$ cat config.mk
export PLATFORM = sky130hd
export DESIGN_NAME = adcs_sfr_control
export DESIGN_NICKNAME = d
export VERILOG_FILES = /design/src/design/adcs_pkg.sv /design/src/design/adcs_prescaler.sv /design/src/design/adcs_sfr_control.sv
export SDC_FILE = /design/constraint.sdc
export NUM_CORES = 1
export LEC_CHECK = 0
export BUFFER_PORTS_ARGS = -buffer_cell sky130_fd_sc_hd__buf_2
export CAP_MARGIN = 10
export CORE_MARGIN = 5
export CORE_UTILIZATION = 28
export CTS_CLUSTER_DIAMETER = 60
export DETAILED_ROUTE_END_ITERATION = 16
export PLACE_DENSITY = 0.51
export SLEW_MARGIN = 20
export SYNTH_ARGS = -nofsm -noshare
export SYNTH_HDL_FRONTEND = slang
export SYNTH_SLANG_ARGS = --single-unit
$ cat constraint.sdc
create_clock -name mclk_in -period 4.2 [get_ports mclk_in]
set_input_delay 0.42 -clock mclk_in [delete_from_list [all_inputs] [get_ports mclk_in]]
set_output_delay 0.42 -clock mclk_in [all_outputs]
set_load 0.02 [all_outputs]
$ cat src/design/adcs_pkg.sv
// Shared constants and state types for the converter register block.
`default_nettype none
package adcs_pkg;
    localparam logic [7:0] ADDR_CLK_DIV = 8'hF2;
    localparam logic [7:0] ADDR_CONTROL = 8'hF3;
    localparam logic [7:0] ADDR_RESULT_LOW = 8'hF4;
    localparam logic [7:0] ADDR_RESULT_HIGH = 8'hF5;
    localparam logic [7:0] ADDR_PIN_SELECT = 8'hF6;
    localparam int CTRL_PRECISION_BIT = 6;
    localparam int CTRL_POWER_BIT = 5;
    localparam int CTRL_DONE_BIT = 4;
    localparam int CTRL_START_BIT = 3;
    localparam int CHANNEL_W = 3;
    localparam int DIV_FIELD_W = 5;
    localparam int RESULT_W = 10;
    localparam logic [7:0] REG_RESET = 8'h00;
    localparam logic [3:0] CONV_CLOCKS = 4'hB;
    localparam logic [3:0] CONV_LAST = CONV_CLOCKS - 4'h1;
    localparam logic [7:0] BASE_STANDARD = 8'h04;
    localparam logic [7:0] BASE_DOUBLE = 8'h02;

    typedef struct packed {
        logic precision;
        logic power_on;
        logic done_flag;
        logic start_bit;
        logic [CHANNEL_W-1:0] channel;
        logic [DIV_FIELD_W-1:0] clk_div;
        logic [7:0] pin_sel;
        logic [RESULT_W-1:0] result;
        logic [3:0] clk_count;
        logic [7:0] rdata;
    } adcs_state_t;

    typedef struct packed {
        logic [7:0] count;
    } adcs_div_state_t;
endpackage : adcs_pkg
`default_nettype wire

$ cat src/design/adcs_prescaler.sv
// Converter clock prescaler producing one tick per converter clock period.
`default_nettype none
module adcs_prescaler (
    input wire logic mclk_in,
    input wire logic rst_b_in,
    input wire logic run_in,
    input wire logic [4:0] div_field_in,
    input wire logic double_speed_in,
    output logic tick_out
);
    adcs_pkg::adcs_div_state_t s;
    adcs_pkg::adcs_div_state_t next_s;
    logic [7:0] base;
    logic [7:0] limit;

    always_comb begin
        base = double_speed_in ? adcs_pkg::BASE_DOUBLE
                               : adcs_pkg::BASE_STANDARD;
        limit = 8'(({3'h0, div_field_in} + 8'h01) * base);
        tick_out = run_in && (s.count == limit - 8'h01);
        next_s = s;
        if (!run_in || tick_out) begin
            next_s.count = 8'h00;
        end else begin
            next_s.count = s.count + 8'h01;
        end
    end

    always_ff @(posedge mclk_in) begin
        if (!rst_b_in) begin
            s <= '0;
        end else begin
            s <= next_s;
        end
    end
endmodule : adcs_prescaler
`default_nettype wire

$ cat src/design/adcs_sfr_control.sv
// Special function register control of the eight-channel 10-bit converter.
// How it works
// - Pin-select bits 7..0 route port pins 7..0 to the converter.
// - Finished conversion sets the done flag; only a zero write clears it.
// - Done flag requests the interrupt while the interrupt enable is set.
// - Field bits 4..0 divide the CPU clock by base times field plus one.
// - High result register shows result bits 9..2, resets to zero.
// - Low result register shows result bits 1..0, resets to zero.
// - Start bit launches one conversion; hardware clears it on completion.
// - Channel field 2..0 selects input 0..7 by binary value.
// - Clearing power-on bit puts converter in standby with no conversion.
// - Precision bit halts the CPU while a conversion runs.
`default_nettype none
module adcs_sfr_control (
    input wire logic mclk_in,
    input wire logic rst_b_in,
    input wire logic [7:0] sfr_addr_in,
    input wire logic [7:0] sfr_wdata_in,
    input wire logic sfr_wr_in,
    input wire logic sfr_rd_in,
    output logic [7:0] sfr_rdata_out,
    input wire logic converter_irq_enable_in,
    input wire logic double_speed_clock_mode_in,
    input wire logic [9:0] adc_data_in,
    output logic [7:0] pin_analog_select_out,
    output logic [2:0] input_channel_out,
    output logic converter_power_on_out,
    output logic conversion_active_out,
    output logic converter_clk_tick_out,
    output logic precision_cpu_halt_out,
    output logic converter_irq_out
);
    adcs_pkg::adcs_state_t s;
    adcs_pkg::adcs_state_t next_s;
    logic tick;
    logic wr_ctrl;
    logic start_ok;

    // The conversion timer only runs while a conversion is in flight.
    adcs_prescaler u_prescaler (
        .mclk_in(mclk_in),
        .rst_b_in(rst_b_in),
        .run_in(s.start_bit),
        .div_field_in(s.clk_div),
        .double_speed_in(double_speed_clock_mode_in),
        .tick_out(tick)
    );

    assign wr_ctrl = sfr_wr_in && (sfr_addr_in == adcs_pkg::ADDR_CONTROL);
    // A start on a channel whose pin is not routed is dropped.
    assign start_ok = sfr_wdata_in[adcs_pkg::CTRL_START_BIT]
        && sfr_wdata_in[adcs_pkg::CTRL_POWER_BIT]
        && s.pin_sel[sfr_wdata_in[2:0]] && !s.start_bit;

    always_comb begin
        next_s = s;
        if (sfr_rd_in) begin
            unique case (sfr_addr_in)
                adcs_pkg::ADDR_CLK_DIV: next_s.rdata = {3'h0, s.clk_div};
                adcs_pkg::ADDR_CONTROL: next_s.rdata = {1'b0, s.precision,
                    s.power_on, s.done_flag, s.start_bit, s.channel};
                adcs_pkg::ADDR_RESULT_LOW:
                    next_s.rdata = {6'h00, s.result[1:0]};
                adcs_pkg::ADDR_RESULT_HIGH:
                    next_s.rdata = s.result[9:2];
                adcs_pkg::ADDR_PIN_SELECT: next_s.rdata = s.pin_sel;
                default: next_s.rdata = 8'h00;
            endcase
        end
        if (sfr_wr_in) begin
            unique case (sfr_addr_in)
                adcs_pkg::ADDR_CLK_DIV:
                    next_s.clk_div = sfr_wdata_in[4:0];
                adcs_pkg::ADDR_PIN_SELECT:
                    next_s.pin_sel = sfr_wdata_in;
                adcs_pkg::ADDR_CONTROL: begin
                    next_s.precision =
                        sfr_wdata_in[adcs_pkg::CTRL_PRECISION_BIT];
                    next_s.power_on = sfr_wdata_in[adcs_pkg::CTRL_POWER_BIT];
                    next_s.channel = sfr_wdata_in[2:0];
                    if (!sfr_wdata_in[adcs_pkg::CTRL_DONE_BIT]) begin
                        next_s.done_flag = 1'b0;
                    end
                    if (start_ok) begin
                        next_s.start_bit = 1'b1;
                        next_s.clk_count = 4'h0;
                    end
                end
                default: ;
            endcase
        end
        // Completion follows the clear so that a finishing conversion wins.
        if (s.start_bit && tick) begin
            if (s.clk_count == adcs_pkg::CONV_LAST) begin
                next_s.result = adc_data_in;
                next_s.done_flag = 1'b1;
                next_s.start_bit = 1'b0;
            end else begin
                next_s.clk_count = s.clk_count + 4'h1;
            end
        end
        if (!next_s.power_on) begin
            next_s.start_bit = 1'b0;
        end
    end

    always_ff @(posedge mclk_in) begin
        if (!rst_b_in) begin
            s <= '0;
        end else begin
            s <= next_s;
        end
    end

    assign sfr_rdata_out = s.rdata;
    assign pin_analog_select_out = s.pin_sel;
    assign input_channel_out = s.channel;
    assign converter_power_on_out = s.power_on;
    assign conversion_active_out = s.start_bit;
    assign converter_clk_tick_out = tick;
    assign precision_cpu_halt_out = s.precision && s.start_bit;
    // The request stays high until software clears the flag, which rearms it, or until the interrupt enable drops.
    assign converter_irq_out = s.done_flag
        && converter_irq_enable_in;

    a_pin_select_write: assert property (
        @(posedge mclk_in) disable iff (!rst_b_in)
        sfr_wr_in && sfr_addr_in == adcs_pkg::ADDR_PIN_SELECT
        |=> pin_analog_select_out == $past(sfr_wdata_in))
        else $error("Pin select did not take the written value.");

    a_done_sets_flag: assert property (
        @(posedge mclk_in) disable iff (!rst_b_in)
        s.start_bit && tick && s.clk_count == 4'hA
        |=> s.done_flag && s.result == $past(adc_data_in))
        else $error("Completed conversion did not set flag and result.");

    a_flag_holds_set: assert property (
        @(posedge mclk_in) disable iff (!rst_b_in)
        s.done_flag && !(wr_ctrl && !sfr_wdata_in[4]) |=> s.done_flag)
        else $error("Done flag cleared without a software zero write.");

    a_irq_follows_flag: assert property (
        @(posedge mclk_in) disable iff (!rst_b_in)
        $rose(s.done_flag) && converter_irq_enable_in |-> converter_irq_out)
        else $error("Interrupt not raised on new done flag.");

    a_divider_period: assert property (
        @(posedge mclk_in) disable iff (!rst_b_in)
        (tick && s.clk_div == 5'h00 && !double_speed_clock_mode_in)
        ##1 (s.start_bit && !tick && !double_speed_clock_mode_in)[*3]
        |=> tick)
        else $error("Converter clock period wrong for base four.");

    a_result_high_read: assert property (
        @(posedge mclk_in) disable iff (!rst_b_in)
        sfr_rd_in && sfr_addr_in == adcs_pkg::ADDR_RESULT_HIGH
        |=> sfr_rdata_out == $past(s.result[9:2]))
        else $error("High result read returned wrong bits.");

    a_result_low_read: assert property (
        @(posedge mclk_in) disable iff (!rst_b_in)
        sfr_rd_in && sfr_addr_in == adcs_pkg::ADDR_RESULT_LOW
        |=> sfr_rdata_out == {6'h00, $past(s.result[1:0])})
        else $error("Low result read returned wrong bits.");

    a_start_self_clear: assert property (
        @(posedge mclk_in) disable iff (!rst_b_in)
        $fell(s.start_bit) && s.power_on |-> s.done_flag)
        else $error("Start bit cleared without finishing a conversion.");

    a_channel_select: assert property (
        @(posedge mclk_in) disable iff (!rst_b_in)
        wr_ctrl |=> input_channel_out == $past(sfr_wdata_in[2:0]))
        else $error("Channel field not updated by control write.");

    a_standby_idle: assert property (
        @(posedge mclk_in) disable iff (!rst_b_in)
        !s.power_on |-> !conversion_active_out && !tick)
        else $error("Conversion running in standby.");

    a_halt_released: assert property (
        @(posedge mclk_in) disable iff (!rst_b_in)
        $fell(precision_cpu_halt_out) && s.precision && s.power_on
        |-> s.done_flag)
        else $error("CPU halt released before the conversion ended.");

    a_start_refused_pin: assert property (
        @(posedge mclk_in) disable iff (!rst_b_in)
        wr_ctrl && !s.pin_sel[sfr_wdata_in[2:0]] && !s.start_bit
        |=> !conversion_active_out)
        else $error("Start on an unrouted pin was not dropped.");

    a_flag_clear_write: assert property (
        @(posedge mclk_in) disable iff (!rst_b_in)
        wr_ctrl && !sfr_wdata_in[adcs_pkg::CTRL_DONE_BIT]
        && !(s.start_bit && tick && s.clk_count == adcs_pkg::CONV_LAST)
        |=> !s.done_flag)
        else $error("Done flag not cleared by a software zero write.");

    a_start_needs_power: assert property (
        @(posedge mclk_in) disable iff (!rst_b_in)
        wr_ctrl && !sfr_wdata_in[adcs_pkg::CTRL_POWER_BIT]
        |=> !conversion_active_out && !converter_power_on_out)
        else $error("Converter left running after a standby write.");

    a_start_launches: assert property (
        @(posedge mclk_in) disable iff (!rst_b_in)
        wr_ctrl && sfr_wdata_in[adcs_pkg::CTRL_START_BIT]
        && sfr_wdata_in[adcs_pkg::CTRL_POWER_BIT]
        && s.pin_sel[sfr_wdata_in[2:0]] && !s.start_bit
        |=> conversion_active_out && precision_cpu_halt_out
        == $past(sfr_wdata_in[adcs_pkg::CTRL_PRECISION_BIT]))
        else $error("Accepted start did not launch a conversion.");

    a_busy_holds: assert property (
        @(posedge mclk_in) disable iff (!rst_b_in)
        s.start_bit && !tick && s.power_on
        && !(wr_ctrl && !sfr_wdata_in[adcs_pkg::CTRL_POWER_BIT])
        |=> conversion_active_out && $stable(s.clk_count))
        else $error("Conversion stopped between converter clocks.");

    a_result_holds: assert property (
        @(posedge mclk_in) disable iff (!rst_b_in)
        !(s.start_bit && tick && s.clk_count == adcs_pkg::CONV_LAST)
        |=> $stable(s.result))
        else $error("Result changed without a finished conversion.");

    a_clock_field_write: assert property (
        @(posedge mclk_in) disable iff (!rst_b_in)
        sfr_wr_in && sfr_addr_in == adcs_pkg::ADDR_CLK_DIV
        |=> s.clk_div == $past(sfr_wdata_in[4:0]))
        else $error("Prescaler field not taken from the write.");
endmodule : adcs_sfr_control
`default_nettype wire

Word-level counts from Yosys, hierarchy flattened
Cells that the tools add are included.
{ "classes": {"n_addsub": 4, "mul": 1, "n_lt_le_gt_ge": 1, "n_eq_ne": 7, "muxes": 17, "n_bitwise": 1, "n_reduce_logical": 15} }
{ "ops": {"columns": ["op", "n"], "rows": [
  ["equality test 8 bit (second input constant)", 5],
  ["one-hot mux 8 bit (5 select lines)", 1],
  ["two-way mux 4 bit", 5],
  ["two-way mux 19 bit", 1],
  ["AND reduction 2 bit", 5],
  ["adder 8 x 1 -> 8 bit (second input constant)", 1],
  ["equality test 8 bit", 1],
  ["multiplier 8 x 8 -> 8 bit", 1],
  ["two-way mux 8 bit", 1],
  ["subtractor 8 x 1 -> 8 bit (second input constant)", 1],
  ["logical AND 1 bit", 7],
  ["adder 5 x 1 -> 6 bit (second input constant)", 1],
  ["two-way mux 6 bit", 1],
  ["two-way mux 5 bit", 1],
  ["adder 4 x 1 -> 4 bit (second input constant)", 1],
  ["equality test 4 bit (second input constant)", 1],
  ["< comparator 3 x 4 -> 1 bit (second input constant)", 1],
  ["two-way mux 2 bit", 2],
  ["binary-select mux 1 bit (select 3 bit)", 1],
  ["two-way mux 1 bit", 3],
  ["two-way mux 3 bit", 1],
  ["OR reduction 2 bit", 1],
  ["zero test 1 bit", 1],
  ["logical OR 1 bit", 1],
  ["inverter 1 bit", 1]
]} }
{ "totals": {"regBits": 50, "in_bits": 32, "out_inout_bits": 24, "word_cells": 57} }

Logic depth before layout (Yosys ltp)
Gate-level depths: netlist of the first run.
{ "depth": {"depth_word": 9, "ltp_mapped": 15, "mapped_depth_nobuf": 14} }

Cells and area by module
From an unflattened synthesis of the first run, not the netlist that was laid out.
{ "hier_totals": {"hier_cells": 331, "hier_area_um2": 3000.4} }
{ "by_module_without_submodules": {"columns": ["module", "n_inst", "cells_each", "area_per_inst_um2", "seq_area_each_um2"], "rows": [
  ["adcs_sfr_control", 1, 238, 2184.6, 840.8],
  ["adcs_prescaler", 1, 93, 815.8, 160.2]
]} }

Worst setup path before layout of the first run
OpenSTA, ideal clock, no wires.
{ "synth_path": {"path_type": "in2out", "startpoint": "input double_speed_clock_mode_in", "endpoint": "output converter_clk_tick_out", "t_arrival_ps": 3235, "required_ps": 3780, "setup_slack_ps": 545, "stages": 14, "path_buffers": 3, "cell_sequence": "buf_6 clkbuf_1 nor2_1 a21oi_1 inv_1 ha_1 ha_1 fa_1 a21o_1 a21oi_1 xnor2_1 xor2_2 buf_4 and3_1"} }
{ "synth_via": {"elab_chain_cells": 5} }
{ "synth_lines": {"columns": ["item", "line_no", "source"], "rows": [
  ["from (decl)", "adcs_sfr_control.sv:23", "input wire logic double_speed_clock_mode_in,"],
  ["two-way mux 3 bit", "adcs_prescaler.sv:17", "base = double_speed_in ? adcs_pkg::BASE_DOUBLE"],
  ["multiplier 8 x 8 -> 8 bit", "adcs_prescaler.sv:19", "limit = 8'(({3'h0, div_field_in} + 8'h01) * base);"],
  ["subtractor 8 x 1 -> 8 bit", "adcs_prescaler.sv:20", "tick_out = run_in && (s.count == limit - 8'h01);"],
  ["equality test 8 bit", "adcs_prescaler.sv:20", null],
  ["logical AND 1 bit", "adcs_prescaler.sv:20", null],
  ["to (decl)", "adcs_sfr_control.sv:29", "output logic converter_clk_tick_out,"]
]} }
No other way between the ends.

Final worst setup path of the first run
{ "layout_path": {"startpoint": "register s[31] (netlist name)", "endpoint": "output converter_clk_tick_out"} }
{ "layout_via": {"elab_chain_cells": 5} }
{ "layout_lines": {"columns": ["item", "line_no", "source"], "rows": [
  ["from (decl)", "adcs_sfr_control.sv:33", "adcs_pkg::adcs_state_t s;"],
  ["from (signal assigned)", "adcs_sfr_control.sv:111", "s <= next_s;"],
  ["adder 5 x 1 -> 6 bit", "adcs_prescaler.sv:19", null],
  ["multiplier 8 x 8 -> 8 bit", "adcs_prescaler.sv:19", null],
  ["subtractor 8 x 1 -> 8 bit", "adcs_prescaler.sv:20", null],
  ["equality test 8 bit", "adcs_prescaler.sv:20", null],
  ["logical AND 1 bit", "adcs_prescaler.sv:20", null]
]} }
No other way between the ends.

==> results.toml, run 1 <==
[status]
outcome = "completed"

[power]
seqPwrFrac_pct = 52.7
comb_power_share_pct = 12.3
p_switching_w = 0.000234
p_int_w = 0.000667
p_leak_nw = 1.33
vdd_drop_max_mv = 0.132
switching_share_pct = 25.9
power.share.clock_pct = 35.0
powerDensity_nw_per_um2 = 264

[placement]
port_buffers = 55
gp_congestion = 0.830
hpwlAfterDp_um = 6210
dp_cells = 517

[finish]
fin_nets = 431
diodes = 0
area_delta_synth_final_pct = 11.7
final_cells = 527
drive_gt1_share_pct = 21.2

[route]
routed_wirelength_um = 8030
dr.max_layer_used = "met4"
dr_total_vias = 2621
viasPerCell = 4.97
drc = 0
first_pass_iters = 4
ant_nets = 0
routed-wl-met3_um = 496
wl_met1_um = 3840
drt_iter0_drc = 172
wl_per_cell_um = 15.2
wl_met2_um = 3580

[die]
core_area_um2 = 10700
rows = 38
die_area_um2 = 13100
die_h_um = 114
die_x_um = 114
initial_core_util_pct = 28.4
io_pins = 56

[worst_setup_path]
cp-start-kind = "register"
criticalPathCategory = "reg2out"
worst_setup_path_end_kind = "output pin"
cp.required_ns = 3.78
critPathMaxFanout = 8
cp.arrival_ns = 3.44

[logic_synthesis]
synth_simple_gate_area_share_pct = 23.0
synth.lib_cells_used.distinct = 58
synth.cell_area_um2 = 3050
synth_seq_area_share_pct = 32.8
synthDominantCellAreaShare_pct = 32.8
ys_warn_count = 0
syn_area_per_cell_um2 = 8.47
synth_seq_cells = 50
async_flop_share_pct = 0
synth_top_family_by_area = "simple AND/OR/NAND/NOR gates"
synth_nets = 405
synth_compound_area_share_pct = 16.9
synth-edff-count = 0
synth_mux_area_share_pct = 6.64
ys.flop_type = "dfxtp_1"
synthAdderAreaFrac_pct = 5.58
synth_cells = 360
synthTopCellsByArea = "dfxtp_1 33%, mux2i_1 5.9%, a21oi_1 4.9%, buf_4 4.9%, ha_1 4.9%"
synth_xor_area_share_pct = 5.95
yosys.area.top_type = "dfxtp_1"

[grt]
grt_max_degree = 24
grt_overflow_total = 0
grt_antenna_before_repair = 0
grt_pass1_wl_um = 12900
grt_usage_pct = 12.3
grt_pass1_vias = 2534

[clocking]
clock_latency_ns = 0.30
h-tree-depth = 2
hold_buffers = 0
clockBufferDepth = 2
cts_sinks = 50
cts_root_buf = "clkbuf_8"
numCtsBuffers = 5
cts_tree = "built"
clk_pin_slew_worst_paths_ns = 0.10

[flow_run]
maxCapViolCount = 0

[sta]
max_freq_mhz = 259
timing.final.hold_violations = 0
layout_min_cycle_time_ns = 3.86
grt_setup_unrepaired = "false"
finalSetupTns_ns = 0
skew_ns = 0.0128
slew_headroom_pct = 53.1
maxSlewViolCount = 0
setup_viol = 0
period_share_pct = 91.8
tightestPinTransition_ns = 0.699

[worst_hold_path]
hp-class = "in2reg"
[what timing repair did]
item / CTS / global route
buffers inserted: 0 / 2
endpoints found under the setup margin: 0 / 7
resized for setup: 0 / 5
[cells in the final DEF (no fill, tap or decap), drive strengths merged, types with 2 or more instances in the layout]
| cell type | synthesis | final |
|---|---|---|
| nand2b | 6 | 6 |
| o21ai | 21 | 21 |
| a32o | 2 | 2 |
| and2 | 6 | 6 |
| a222oi | 2 | 2 |
| ha | 12 | 12 |
| xnor2 | 13 | 13 |
| a21oi | 30 | 30 |
| mux2i | 18 | 18 |
| nor3 | 2 | 2 |
| nor2b | 2 | 2 |
| buf | 27 | 59 |
| and4 | 3 | 3 |
| o211ai | 3 | 3 |
| or3 | 3 | 3 |
| nor4 | 2 | 2 |
| nand4 | 8 | 8 |
| inv | 7 | 7 |
| o2bb2ai | 2 | 2 |
| a221oi | 2 | 2 |
| a21o | 2 | 2 |
| nand2 | 29 | 29 |
| clkbuf | 13 | 7 |
| nand3b | 2 | 2 |
| a32oi | 2 | 2 |
| dfxtp | 50 | 50 |
| and3 | 4 | 4 |
| nand3 | 29 | 29 |
| xor2 | 6 | 6 |
| clkinv | 1 | 2 |
| o221ai | 3 | 3 |
| nor2 | 30 | 30 |
[worst paths after layout]
| check | to | startpoint | slack (ns) | depth (start not counted) |
|---|---|---|---|---|
| worst min register to register | sfr_rdata_out[2] | sfr_rdata_out[2] | 0.46 | 2 |
| worst min-delay path | pin_analog_select_out[7] | sfr_wdata_in[7] | 0.36 | 3 |
| worst max-delay path | converter_clk_tick_out | s[31] | 0.34 | 14 |
| worst max register to register | s[15] | s[31] | 0.56 | 16 |
[through the flow]
step / setup slack, ns / instance area (um^2) / power, W / hold slack [ns] / utilization [%]
final: 0.345 / 3410 / 0.000901 / 0.364 / 31.7
after floorplan: 0.545 / 3050 / 0.000566 / 0.426 / -
after global routing: 0.0126 / 3410 / 0.000946 / 0.350 / 31.7
after detailed placement: 0.400 / 3270 / 0.000598 / 0.451 / 30.4
after CTS: 0.0341 / 3370 / 0.000912 / 0.358 / 31.4
after global placement: 0.491 / 3270 / 0.000597 / 0.440 / 30.4
[per-layer routing]
layer	vias up	GRT usage (%)
met4	0	3.01
met1	1208	16.7
li1	1329	-
met5	-	0
met3	7	2.75
met2	77	19.8
[cell families after synthesis]
group,Yosys count
fa+ha+maj,13
flops,50
buf+inv,48
simple gates,131
mux,19
compound gates,80
xor+xnor,19
[power by group through the flow]
stage / Combinational, W / Clock, W / Sequential, W
detailed placement: 0.000111 / 0 / 0.000487
floorplan: 0.0000794 / 0 / 0.000486
global placement: 0.000111 / 0 / 0.000487
CTS: 0.000112 / 0.000325 / 0.000476
global route: 0.000124 / 0.000347 / 0.000475
finish: 0.000111 / 0.000315 / 0.000475
[Yosys cell counts, drive strengths merged (3+ instances only)]
master	number
nand4	8
xor2	6
buf	27
xnor2	13
and2	6
nand2b	6
nand3	29
o21ai	21
and4	3
o211ai	3
inv	7
mux2i	18
or3	3
o221ai	3
ha	12
clkbuf	13
dfxtp	50
nor2	30
a21oi	30
and3	4
nand2	29
[state kept, by name, summed over array words and instances, names as in the netlist]
name / cells
converter_power_on_out: 1
conversion_active_out: 1
s: 21
input_channel_out: 3
u_prescaler.s: 8
pin_analog_select_out: 8
sfr_rdata_out: 8
[final cells by class]
class / count / area [um^2]
timing repair buffer: 59 / 305
sequential: 50 / 1010
inverter: 8 / 30.0
clock buffer: 7 / 96.3
clock inverter: 1 / 8.76
fill: 1179 / 7340
tap: 140 / 175
multi-input combinational: 262 / 1790
[worst max-delay path, stage by stage, from the launching register on]
cell	delay, ns
dfxtp_2	0.44
ha_4	0.19
nand2b_1	0.11
nand2_1	0.07
o21ai_0	0.07
a21oi_1	0.17
inv_1	0.06
ha_1	0.31
fa_1	0.57
xnor2_1	0.12
nand3_1	0.13
nor4_4	0.34
and2_1	0.22
and3_1	0.17
buf_2	0.17
(Power assumes the default switching activity.)
==> run 2, diff against run 1 <==
- ABC_AREA: unset -> 1
- clock period: 4.2 -> 3.96 ns (I/O delays scaled with it)
==> run 2 against run 1 <==
Against the previous run:
- register-to-register slack improved by 0.06 ns
- total power decreased by 2.9%
- worst setup slack got worse by 0.034 ns
- synthesized cell count is 26% higher
- combinational power decreased by 35%
- clock power decreased by 5%
- largest power group unchanged
==> results.toml, run 2 <==
[status]
outcome = "completed"

[clocking]
clock_latency_ns = 0.31
cts_tree = "built"
hold_buffers = 0
cts_sinks = 50
h-tree-depth = 2
numCtsBuffers = 5
clockBufferDepth = 2
cts_root_buf = "clkbuf_8"
clk_pin_slew_worst_paths_ns = 0.10

[logic_synthesis]
synth_seq_area_share_pct = 33.4
yosys.area.top_type = "dfxtp_1"
synthTopCellsByCount = "104 x nand2_1, 59 x inv_1, 52 x nor2_1"
synth_nets = 499
synthDominantCellAreaShare_pct = 33.4
synth.cell_area_um2 = 3000
synth-edff-count = 0
syn_area_per_cell_um2 = 6.60
async_flop_share_pct = 0
synth_cells = 454
ys_warn_count = 0
synth.lib_cells_used.distinct = 30
ys.flop_type = "dfxtp_1"
synthTopCellsByArea = "dfxtp_1 33%, nand2_1 13%, inv_1 7.4%, nor2_1 6.5%, a21oi_1 6.2%"
synth_seq_cells = 50
synth.most_common_cell = "nand2_1"

[worst_setup_path]
critPathMaxFanout = 6
cp-start-kind = "register"
cp_slowest_cell = "fa_1"
slowest_delay_ns = 0.50
cp.arrival_ns = 3.25
worst_setup_path_end_kind = "output pin"
criticalPathCategory = "reg2out"
crit_top_cell = "nand2_1"
critPathBufInv = 4
cp.required_ns = 3.56
path_cells = "ha_2 > xnor2_1 > o21ai_1 > inv_1 > ha_1 > ha_1 > fa_1 > inv_1 > nand2_1 > nand2_1 > nor2_1 > nand2_1 > nor2_1 > nand2_1 > nor2_4 > nand3_4 > inv_4 > buf_4"
cp_top_family = "adder cells"

[finish]
drive_gt1_share_pct = 17.1
area_delta_synth_final_pct = 13.5
largest_reg_flops = 21
regArea_um2 = 1010
diodes = 0
nFillCells = 1166
fin_nets = 537
largest-register = "s"
layout_common_cells = "104 x nand2_1, 59 x inv_1, 54 x buf_2, 52 x nor2_1, 47 x dfxtp_1"
multi_input_area_um2 = 1580
layout_commonest_cell = "nand2_1"

[placement]
hpwlAfterDp_um = 6030
port_buffers = 55
gp_congestion = 0.828

[route]
ant_nets = 0
routed_wirelength_um = 7680
drc = 0
drt_iter0_drc = 115
first_pass_iters = 4
wl_met1_um = 3890
dr_total_vias = 2818
viasPerCell = 4.49
wl_per_cell_um = 12.2
dr.max_layer_used = "met4"
routed-wl-met3_um = 371
wl_met2_um = 3320

[die]
die_x_um = 113
core_area_um2 = 10400
initial_core_util_pct = 28.9
die_area_um2 = 12900
rows = 37
io_pins = 56
die_h_um = 113

[power]
powerDensity_nw_per_um2 = 257
power.total_w = 0.000875
vdd_drop_max_mv = 0.141
p_leak_nw = 1.50

[grt]
grt_overflow_total = 0
grt_usage_pct = 12.0
grt_pass1_wl_um = 12800
grt_max_degree = 31
grt_antenna_before_repair = 0
grt_pass1_vias = 2649

[sta]
finalSetupTns_ns = 0
timing.final.hold_violations = 0
maxSlewViolCount = 0
grt_setup_unrepaired = "false"
tightestPinTransition_ns = 0.547
max_freq_mhz = 274
skew_ns = 0.0130
slew_headroom_pct = 63.6
layout_min_cycle_time_ns = 3.65
period_share_pct = 92.2
setup_viol = 0

[flow_run]
maxCapViolCount = 0

[worst_hold_path]
hp-class = "in2reg"
run 2: routing by layer:
| metal | vias to the layer above | GRT usage [%] |
|---|---|---|
| met5 | - | 0 |
| met4 | 0 | 3.37 |
| met3 | 7 | 1.80 |
| met2 | 62 | 18.8 |
| met1 | 1237 | 17.1 |
| li1 | 1512 | - |
run 2: path summary, 6_finish.rpt:
| path | cells after the start | slack [ns] | endpoint | startpoint |
|---|---|---|---|---|
| max | 18 | 0.31 | converter_clk_tick_out | s[30] |
| min | 3 | 0.30 | s[15] | adc_data_in[3] |
| max reg2reg | 21 | 0.62 | s[12] | s[30] |
| min reg2reg | 2 | 0.47 | sfr_rdata_out[7] | sfr_rdata_out[7] |
run 2: cells by family after synthesis:
group	Yosys count	share of synthesized area (%)
AOI/OAI and AO/OA	91	16.2
buffers and inverters	93	14.4
and+or+nand+nor	197	27.4
adders and majority gates	13	5.68
xor gates and xnor gates	10	2.92
DFF	50	33.4
run 2: through the flow:
step / hold WS (ns) / setup WS (ns) / cell area [um^2] / utilization (%) / cells
finish: 0.300 / 0.311 / 3400 / 32.8 / 628
global route: 0.310 / 0.00591 / 3400 / 32.8 / 628
CTS: 0.295 / 0.00107 / 3340 / 32.2 / 624
detailed placement: 0.459 / 0.336 / 3260 / 31.4 / 617
global placement: 0.450 / 0.465 / 3260 / 31.4 / 617
floorplan: 0.430 / 0.756 / 3000 / - / 454
run 2: power breakdown:
| group | leakage [nW] | switching, W | internal (W) |
|---|---|---|---|
| Combinational | 1.06 | 0.0000458 | 0.0000268 |
| Clock | 0.0362 | 0.000177 | 0.000121 |
| Sequential | 0.405 | 0.000000864 | 0.000503 |
run 2: final cells by class:
| class | count | share of cell area (%) |
|---|---|---|
| tap | 136 | 5.01 |
| timing repair buffer | 60 | 9.28 |
| clock inverter | 2 | 0.442 |
| multi-input combinational | 311 | 46.5 |
| sequential | 50 | 29.6 |
| inverter | 64 | 7.14 |
| clock buffer | 5 | 2.03 |
run 2: tightest hold or removal path: cells and delay by family:
kind | cells | cell delay (ns)
and+or+nand+nor | 2 | 0.11
buffers and inverters | 1 | 0.07
run 2: what timing repair did:
| item | 4_1_cts | 5_1_grt |
|---|---|---|
| gates resized for setup | 0 | 10 |
| endpoints found under the setup margin | 0 | 1 |
| buffers inserted | 0 | 4 |
